## src/rtl/rst_seq_pkg.sv

```systemverilog
// Package with constants and types for the reset filter and sequencer
package rst_seq_pkg;
  localparam int unsigned CLK_HZ          = 10_000_000;
  localparam int unsigned POR_TIME_US     = 5000;                       // Power-on interval, 5 ms
  localparam int unsigned POR_CYCLES      = POR_TIME_US * (CLK_HZ / 1_000_000);
  localparam int unsigned FILTER_CLOCKS   = 4;                          // Low pulses shorter than this ignored
  localparam int unsigned LATCH_CLOCKS    = 5;                          // Internal reset latched on this clock
  localparam int unsigned HOLD_CLOCKS     = 18;                         // Internal reset hold count
  localparam int unsigned FETCH_DLY_MIN   = 5;
  localparam int unsigned FETCH_DLY_MAX   = 10;
  localparam int unsigned FETCH_DLY       = 6;                          // Chosen delay inside the window
  localparam logic [15:0] RESET_VECTOR    = 16'h000C;
  localparam int unsigned BYPASS_BIT_POS  = 5;                          // Recovery delay bypass bit in stop reg
  localparam logic [7:0]  WDOG_MODE_RST   = 8'h0F;
  localparam logic [7:0]  STOP_REC_RST    = 8'h20;
  localparam logic [7:0]  PORT2_MODE_RST  = 8'hFF;
  localparam logic [7:0]  PORT3_MODE_RST  = 8'h00;

  // Port 0 configuration after reset
  typedef enum logic [1:0] {
    P0_INPUT   = 2'h1,
    P0_ADDRESS = 2'h2
  } port0_cfg_t;

  // Reset cause flags
  typedef struct packed {
    logic power_on;
    logic watchdog;
    logic stop_recovery;
    logic external;
  } reset_cause_t;

  // Mode registers preserved over stop-mode recovery
  typedef struct packed {
    logic [7:0] watchdog_mode_reg;
    logic [7:0] stop_recovery_reg;
    logic [7:0] port_two_mode_reg;
    logic [7:0] port_three_mode_reg;
  } mode_regs_t;
endpackage

```

## src/rtl/reset_filter_sequencer.sv

```systemverilog
// Reset filter, power-on timer and reset sequencer
`timescale 1ns/100ps
// Function
// - Reset comes from power-on, watchdog, stop recovery or the external pin.
// - Power-on and watchdog resets drive the pin low for the whole timer interval.
// - The power-on reset output interval lasts five milliseconds.
// - External low pulses shorter than four clocks cause no reset.
// - Internal reset is latched on the fifth clock after detection.
// - Internal reset holds eighteen clocks or while the pin stays low, whichever longer.
// - During the reset hold data strobe is low and address strobe toggles.
// - Fetch starts at the reset vector five to ten clocks after release.
// - Stop recovery leaves the four preserved mode registers unchanged.
// - External program select low runs from external memory, else internal.
// - External mode reset sets port 0 as upper address and extended timing.
// - Software may clear the extended timing selection after reset.
// - Internal mode reset makes all port 0 lines inputs.
// - Power timer starts on power good, unbypassed stop recovery, or watchdog.
// - Bit five of the stop recovery register selects skipping the timer.
module reset_filter_sequencer
  import rst_seq_pkg::*;
#(
  parameter int unsigned POR_COUNT = POR_CYCLES
) (
  input  wire logic         mclk,
  input  wire logic         resetn,
  input  wire logic         power_good,
  input  wire logic         watchdog_timeout,
  input  wire logic         stop_recovery,
  input  wire logic         reset_pin_in_n,
  output logic              reset_pin_out,
  output logic              reset_pin_oe_n,
  input  wire logic         external_program_select_n,
  input  wire logic         mode_wr,
  input  wire mode_regs_t   mode_wr_data,
  input  wire logic         clear_ext_timing,
  output mode_regs_t        mode_regs,
  output logic              core_reset,
  output logic              address_strobe_n,
  output logic              data_strobe_n,
  output logic              fetch_start,
  output logic [15:0]       fetch_addr,
  output logic              internal_rom_en,
  output port0_cfg_t        port0_cfg,
  output logic              ext_timing,
  output reset_cause_t      last_cause
);
  // Two-flop synchronisers for pin and external events
  logic [1:0] pin_sync_r, pg_sync_r, eps_sync_r;
  logic       pin_low, pg_s, eps_low, pg_d_r;
  always_ff @(posedge mclk) begin
    if (!resetn) begin
      pin_sync_r <= 2'h3;
      pg_sync_r  <= 2'h0;
      eps_sync_r <= 2'h3;
    end else begin
      pin_sync_r <= {pin_sync_r[0], reset_pin_in_n};
      pg_sync_r  <= {pg_sync_r[0], power_good};
      eps_sync_r <= {eps_sync_r[0], external_program_select_n};
    end
  end
  assign pin_low = ~pin_sync_r[1];
  assign pg_s    = pg_sync_r[1];
  assign eps_low = ~eps_sync_r[1];

  // Power-on timer trigger conditions
  logic stop_bypass, por_trig, por_busy, por_busy_nxt;
  logic [31:0] por_cnt_r;
  assign stop_bypass = mode_regs.stop_recovery_reg[BYPASS_BIT_POS];
  assign por_trig = (pg_s & ~pg_d_r) | watchdog_timeout | (stop_recovery & ~stop_bypass);
  assign por_busy = (por_cnt_r != 32'h0);

  // One-shot power-on timer counting the interval down
  always_ff @(posedge mclk) begin
    if (!resetn) begin
      por_cnt_r <= 32'h0;
      pg_d_r    <= 1'b0;
    end else begin
      pg_d_r <= pg_s;
      if (por_trig)
        por_cnt_r <= POR_COUNT;
      else if (por_busy)
        por_cnt_r <= por_cnt_r - 32'h1;
    end
  end

  // Pin driver: low while the timer runs, input otherwise (pull-up external)
  logic drive_nxt;
  assign drive_nxt = por_trig | (por_busy & (por_cnt_r != 32'h1));
  assign por_busy_nxt = drive_nxt;
  always_ff @(posedge mclk) begin
    if (!resetn) begin
      reset_pin_out  <= 1'b0;
      reset_pin_oe_n <= 1'b1;
    end else begin
      reset_pin_out  <= 1'b0;
      reset_pin_oe_n <= ~drive_nxt;
    end
  end

  // Noise filter on the external pin, ignored while the device drives it
  logic [2:0] filt_cnt_r;
  logic       ext_detect;
  assign ext_detect = (filt_cnt_r == 3'(FILTER_CLOCKS));
  always_ff @(posedge mclk) begin
    if (!resetn)
      filt_cnt_r <= 3'h0;
    else if (!pin_low || !reset_pin_oe_n)
      filt_cnt_r <= 3'h0;
    else if (!ext_detect)
      filt_cnt_r <= filt_cnt_r + 3'h1;
  end

  // Sequencer: latch delay, hold count, release, fetch delay
  typedef enum logic [1:0] {
    S_IDLE  = 2'b00,
    S_LATCH = 2'b01,
    S_HOLD  = 2'b10,
    S_FETCH = 2'b11
  } seq_state_t;
  seq_state_t seq_r;
  logic [4:0] seq_cnt_r;
  logic       int_src;
  assign int_src = por_busy_nxt | stop_recovery;

  always_ff @(posedge mclk) begin
    if (!resetn) begin
      seq_r     <= S_HOLD;
      seq_cnt_r <= 5'h0;
    end else begin
      case (seq_r)
        S_IDLE: begin
          seq_cnt_r <= 5'h1;
          if (int_src) begin
            seq_r     <= S_HOLD;
            seq_cnt_r <= 5'h0;
          end else if (ext_detect)
            seq_r <= S_LATCH;
        end
        S_LATCH: begin
          seq_cnt_r <= seq_cnt_r + 5'h1;
          // A timer or stop source must not wait behind the latch delay
          if (int_src) begin
            seq_r     <= S_HOLD;
            seq_cnt_r <= 5'h0;
          end else if (seq_cnt_r == 5'(LATCH_CLOCKS)) begin
            seq_r     <= S_HOLD;
            seq_cnt_r <= 5'h0;
          end
        end
        S_HOLD: begin
          // Counting 0 to HOLD_CLOCKS-1 gives exactly HOLD_CLOCKS cycles in hold
          if (seq_cnt_r != 5'(HOLD_CLOCKS - 1))
            seq_cnt_r <= seq_cnt_r + 5'h1;
          if (int_src || por_busy)
            seq_cnt_r <= 5'h0;
          else if (seq_cnt_r == 5'(HOLD_CLOCKS - 1) && !pin_low) begin
            seq_r     <= S_FETCH;
            seq_cnt_r <= 5'h0;
          end
        end
        S_FETCH: begin
          seq_cnt_r <= seq_cnt_r + 5'h1;
          if (int_src) begin
            seq_r     <= S_HOLD;
            seq_cnt_r <= 5'h0;
          end else if (seq_cnt_r == 5'(FETCH_DLY - 1))
            seq_r <= S_IDLE;
        end
        default: seq_r <= S_HOLD;
      endcase
    end
  end

  // Reset outputs and strobes; address strobe toggles each clock in S_HOLD
  logic in_reset;
  assign in_reset = (seq_r == S_HOLD) || (seq_r == S_FETCH);
  always_ff @(posedge mclk) begin
    if (!resetn) begin
      core_reset       <= 1'b1;
      data_strobe_n    <= 1'b0;
      address_strobe_n <= 1'b1;
      fetch_start      <= 1'b0;
      fetch_addr       <= RESET_VECTOR;
    end else begin
      core_reset       <= in_reset;
      data_strobe_n    <= ~(seq_r == S_HOLD);
      address_strobe_n <= (seq_r == S_HOLD) ? ~address_strobe_n : 1'b1;
      fetch_start      <= (seq_r == S_FETCH) && (seq_cnt_r == 5'(FETCH_DLY - 1)) && !int_src;
      fetch_addr       <= RESET_VECTOR;
    end
  end

  // Reset cause record, captured at each new reset entry
  always_ff @(posedge mclk) begin
    if (!resetn)
      last_cause <= '0;
    else if (por_trig || stop_recovery || (seq_r == S_IDLE && ext_detect))
      last_cause <= '{power_on: pg_s & ~pg_d_r, watchdog: watchdog_timeout,
                      stop_recovery: stop_recovery, external: ext_detect};
  end

  // Preserved mode registers: stop recovery keeps them, other resets reload
  logic full_reset;
  assign full_reset = (pg_s & ~pg_d_r) | watchdog_timeout | (seq_r == S_LATCH);
  always_ff @(posedge mclk) begin
    if (!resetn)
      mode_regs <= '{WDOG_MODE_RST, STOP_REC_RST, PORT2_MODE_RST, PORT3_MODE_RST};
    else if (full_reset)
      mode_regs <= '{WDOG_MODE_RST, STOP_REC_RST, PORT2_MODE_RST, PORT3_MODE_RST};
    else if (mode_wr && !in_reset)
      mode_regs <= mode_wr_data;
  end

  // Program source and port 0 setup, applied while reset is held
  always_ff @(posedge mclk) begin
    if (!resetn) begin
      internal_rom_en <= 1'b1;
      port0_cfg       <= P0_INPUT;
      ext_timing      <= 1'b0;
    end else if (in_reset) begin
      internal_rom_en <= ~eps_low;
      port0_cfg       <= eps_low ? P0_ADDRESS : P0_INPUT;
      ext_timing      <= eps_low;
    end else if (clear_ext_timing) begin
      ext_timing      <= 1'b0;
    end
  end
endmodule

```

## config.mk

```make
export PLATFORM = sky130hd
export DESIGN_NAME = reset_filter_sequencer
export DESIGN_NICKNAME = d
export VERILOG_FILES = /design/src/rtl/rst_seq_pkg.sv /design/src/rtl/reset_filter_sequencer.sv
export SDC_FILE = /design/constraint.sdc
export NUM_CORES = 1
export LEC_CHECK = 0
export BUFFER_PORTS_ARGS = -buffer_cell sky130_fd_sc_hd__buf_2
export CAP_MARGIN = 30
export CORE_MARGIN = 3
export CORE_UTILIZATION = 57
export DETAILED_ROUTE_END_ITERATION = 8
export PLACE_DENSITY = 0.88
export SYNTH_ARGS = -nofsm -noshare
export SYNTH_HDL_FRONTEND = slang
export SYNTH_SLANG_ARGS = --single-unit
```

## constraint.sdc

```tcl
create_clock -name mclk -period 5.9 [get_ports mclk]
set_clock_uncertainty 0.1 [all_clocks]
set_input_delay 0.295 -clock mclk [delete_from_list [all_inputs] [get_ports mclk]]
set_output_delay 0.295 -clock mclk [all_outputs]
set_load 0.05 [all_outputs]
```

[Word level (Yosys, flattened, before mapping)]
Index checks and enable logic that the tools add are counted.
Word-level totals
  flip-flop bits (word level): 94
Cells by class
  $add $sub $neg: 3
  equality and inequality tests: 14
  reduce and logical (&&, ||, !) cells: 22
  bitwise operators: 15
  multiplexer cells: 22
Operator list (count)
  $mux W16: 2
  $ne A32 B1 Y1 const B: 1
  $reduce_bool A32 Y1: 1
  $sub A32 B1 Y32 const B: 1
  $mux W5: 6
  $pmux W5 S4: 1
  $mux W2: 9
  $ne A3 B3 Y1 const B: 3
  $pmux W2 S4: 1
  $not A1 Y1: 7
  $reduce_or A2 Y1: 3
  $add A5 B1 Y5 const B: 1
  $eq A5 B3 Y1 const B: 1
  $eq A5 B5 Y1 const B: 1
  $logic_and A1 B1 Y1: 5
  $logic_or A1 B1 Y1: 5
  $ne A5 B5 Y1 const B: 1
  $or A1 B1 Y1: 5
  $reduce_and A5 Y1: 1
  $eq A2 B2 Y1 const B: 2
  $ne A2 B2 Y1 const B: 2
  $ne A4 B4 Y1 const B: 1
  $reduce_bool A2 Y1: 2
  $add A3 B1 Y3 const B: 1
  other kinds (7): 13

[Longest topological paths before layout]
  depth in word-level cells: 9
  gate-level depth with buffers: 7

[Least setup slack after synthesis]
Ideal clock, no wire load.
  kind: register -> register
  from: register por_cnt_r[0]
  to: register por_cnt_r[29]
  period minus slack after synthesis: 2158 ps
  cell stages (with the launch flop): 7
  buffers on the path: 1
  path slack: 3742 ps
  arrival time: 1987 ps
  cell sequence: dfxtp_1 or3_1 or3_4 or2_0 clkbuf_2 or4_1 a21oi_1
Between the ends
  cells in the longest elaborated chain, start to end: 1
RTL lines
  from (decl): line reset_filter_sequencer.sv:67  | logic [31:0] por_cnt_r;
  from (signal assigned): line reset_filter_sequencer.sv:82  | por_cnt_r <= por_cnt_r - 32'h1;
  $sub A32 B1 Y32 or $reduce_bool A32 Y1 (tied branches): line reset_filter_sequencer.sv:82, reset_filter_sequencer.sv:70
Several ways; a longest one is shown, not always the timed one.
A chain may end at the register's enable or synchronous reset.

[Worst setup path after layout]
  from: register por_cnt_r[10]
  to: register por_cnt_r[19]
The elaborated chain is that of the path after synthesis.

==> impl_results.md <==
* Period utilisation layout at 0.4749
* Starting Density at 0.6036
* Gate Count Post-Synth at 497
* Unique cell type count in the Yosys netlist at 58
* Count of final setup violators at 0
* N_diodes at 0
* DRT iter0 DRCs at 276
* HP Class: in2reg
* Global-route usage over all layers at 0.2385
* Hold WS at 28.74 ps
* Routability congestion estimate at 0.8591
* Final Power at 1.266 mW
* Final core utilization at 0.6926
* Tightest Pin Transition at 1002 ps
* Largest net degree at the start of global routing at 33
* Area leader, netlist: dfxtp_1
* Full die area at 8418 µm²
* Area growth syn-to-layout at 14.75%
* IO Count at 103
* Synth Warn # at 0
* Root buf cell: clkbuf_8
* Crit-path cells: nor3_1 > nand4_1 > or2_0 > or4_1 > a21oi_1
* Layout cells sized above 1 at 0.2091
* Outcome: finished, final reports clean
* Mapped cell area at 4192 µm²
* Crit path buffers/inverters at 0
* Crit Path Category: reg2reg
* I/O Buffers at 85
* Main synth FF type: dfxtp_1
* Final hold vios at 0
* Pwr per Cell Area at 263.1 nW/µm²
* Antenna violations before repair at 0
* Crit-path max FO at 12
* Critical path launch point type: flop
* Post-CTS Setup Repair Bufs at 0
* Relative slew margins at 0.3266
* Multi-input gate area at 2103 µm²
* Yosys reg bits at 93
* Placed Cells at 653
* Register area at 1862 µm²
* DRT Pass-1 Iters at 4
* FMAX at 356.9 MHz
* Crit-path max cell delay at 610 ps
* # DRC at 0
* Vias per cell at 5.772
* H-tree depth at 3
* CP delay by family, top: simple AND/OR/NAND/NOR gates
* Tmin final at 2802 ps
* Nets@finish at 617
* Crit path required time at 6080 ps
* Post-route ant nets at 0
* CORE AREA at 6944 µm²
* Fin cells at 670
* Register area share after synthesis at 0.4442
* GRT Residual Overflow at 0
* Die Span X at 91.75 µm
* Top cell type's share of synthesized area at 0.4442
* Detailed placement HPWL at 7.143 mm
* Drt wl/cell at 15.03 µm
* Mean Syn Cell Area at 8.434 µm²
* First-pass GRT wire length at 16.52 mm
* Clock-pin slew on the worst setup and hold paths at 110 ps
* Max stage delay cell, worst path: nor3_1
* Count of pins over their slew limit at 0
* TritonCTS clock tree: built
* Max VDD drop at 0.1546 mV
* Ranking of synthesized cells by area: dfxtp_1, nand2_1, a21oi_1, buf_4, o31ai_1
* Clock Sinks at 93
* Worst Setup End Kind: flop
* RSZ-0062 raised after global routing: no
* Setup TNS Final at 0 ps
* MaxCap Viol Count at 0
* Async set-or-reset flop fraction in the synthesized netlist at 0
* Fillers at 532
* EDFF count, synth at 0
* DRT Wirelength at 10.07 mm
* Via count at 3,867
* Leakage at 1.965 nW
* CTS Buf Count at 9
* Rows at 30
* Number of global-route vias before repair at 3,516
* Critical Path AT at 2980 ps
* Die extent in y at 91.75 µm
* Max Buffers Root-to-Sink at 2
* Worst skew pair latency at 370 ps
==> metal layers <==
layer	track usage	vias up	share of wire	wire length [µm]
li1	-	1862	-	-
met1	0.2956	1810	0.40	4051
met2	0.4163	180	0.51	5127
met3	0.03610	15	0.072	722
met4	0.09158	0	0.017	170
met5	0	-	0	0
==> worst register-to-register path, stage by stage (launching register included) <==
cell and delay, ps:
dfxtp_1 340, nor3_1 610, nand4_1 490, or2_0 470, or4_1 520, a21oi_1 180
==> cell families (layout without fill, tap and decap cells) <==
kind of cell	count (synthesis)	in the layout	synth area share
flops	93	93	0.4442
fa+ha+maj	7	7	0.02089
buf+inv	55	117	0.06955
compound gates	90	90	0.1313
mux	5	5	0.01194
other cells	2	17	0.001792
simple gates	238	238	0.3057
xor+xnor	7	7	0.01463
==> per-stage QoR <==
stage	setup WS [ps]	cell area, µm²
CTS	3195	4810
floorplan	3742	4248
finish	3098	4810
global placement	3197	4567
global route	3001	4810
detailed placement	3116	4594
==> sequential cells by signal, indices dropped and copies added (netlist names) <==
| register | cells |
|---|---|
| address_strobe_n | 1 |
| core_reset | 1 |
| data_strobe_n | 1 |
| eps_sync_r | 2 |
| ext_timing | 1 |
| fetch_start | 1 |
| filt_cnt_r | 3 |
| last_cause | 4 |
| mode_regs | 32 |
| pg_d_r | 1 |
| pg_sync_r | 2 |
| pin_sync_r | 2 |
| por_cnt_r | 32 |
| port0_cfg | 2 |
| reset_pin_oe_n | 1 |
| seq_cnt_r | 5 |
| seq_r | 2 |
==> placed cells by master (no fill, tap or decap), types with 4 or more instances in the layout <==
cell and instances:
and2_1 5, nor4_2 5, ha_1 7, nand3b_1 8, dfxtp_1 93, nor4_1 9
or3_1 7, conb_1 17, clkbuf_8 9, nor2_1 25, nor3_1 15, a21oi_1 43
or4_1 12, nand4_1 7, nand3_1 22, nand2_1 86, xnor2_1 4, o31ai_1 15
nand2b_1 13, mux2i_1 5, inv_1 12, buf_2 85, a31oi_1 8, o21ai_0 9
==> synth_stat cells (5+ instances only) <==
| library cell | n |
|---|---|
| a31oi_1 | 8 |
| a21oi_1 | 43 |
| nand2_1 | 86 |
| o21ai_0 | 9 |
| nand2b_1 | 13 |
| and2_1 | 5 |
| nand4_1 | 7 |
| or4_1 | 12 |
| nor2_1 | 25 |
| dfxtp_1 | 93 |
| ha_1 | 7 |
| buf_4 | 18 |
| nor3_1 | 15 |
| clkbuf_1 | 18 |
| mux2i_1 | 5 |
| inv_1 | 12 |
| o31ai_1 | 15 |
| or3_1 | 7 |
| nand3_1 | 22 |
| nor4_1 | 10 |
| nand3b_1 | 8 |
==> power breakdown <==
group	switching [mW]	internal [mW]	total (mW)
clock	0.259	0.168	0.427
combinational	0.127	0.0553	0.183
sequential	0.0140	0.642	0.656
total	0.400	0.865	1.27
==> worst paths after layout <==
| path | from | end | slack [ps] | cells past startpoint |
|---|---|---|---|---|
| max | por_cnt_r[10]$_SDFFE_PP0P_ | por_cnt_r[19]$_SDFFE_PP0P_ | 3100 | 5 |
| min | mode_wr_data[25] | mode_regs[25]$_SDFFE_PP1P_ | 30 | 3 |
| max reg2reg | por_cnt_r[10]$_SDFFE_PP0P_ | por_cnt_r[19]$_SDFFE_PP0P_ | 3100 | 5 |
| min reg2reg | eps_sync_r[0]$_SDFF_PN1_ | eps_sync_r[1]$_SDFF_PN1_ | 320 | 1 |
==> layout make-up <==
class | count | area share
multi-input cells | 364 | 0.4373
inverters | 13 | 0.01015
clock inverters | 7 | 0.01691
flip-flops and latches | 93 | 0.3871
well taps | 96 | 0.02497
repair buffers | 88 | 0.09781
clock buffers | 9 | 0.02575
==> timing repair <==
action,CTS,global route
hold endpoints to repair,1,0
hold buffers,1,0
resized for setup,0,0
No activity file was read; power rests on OpenSTA's default activity.
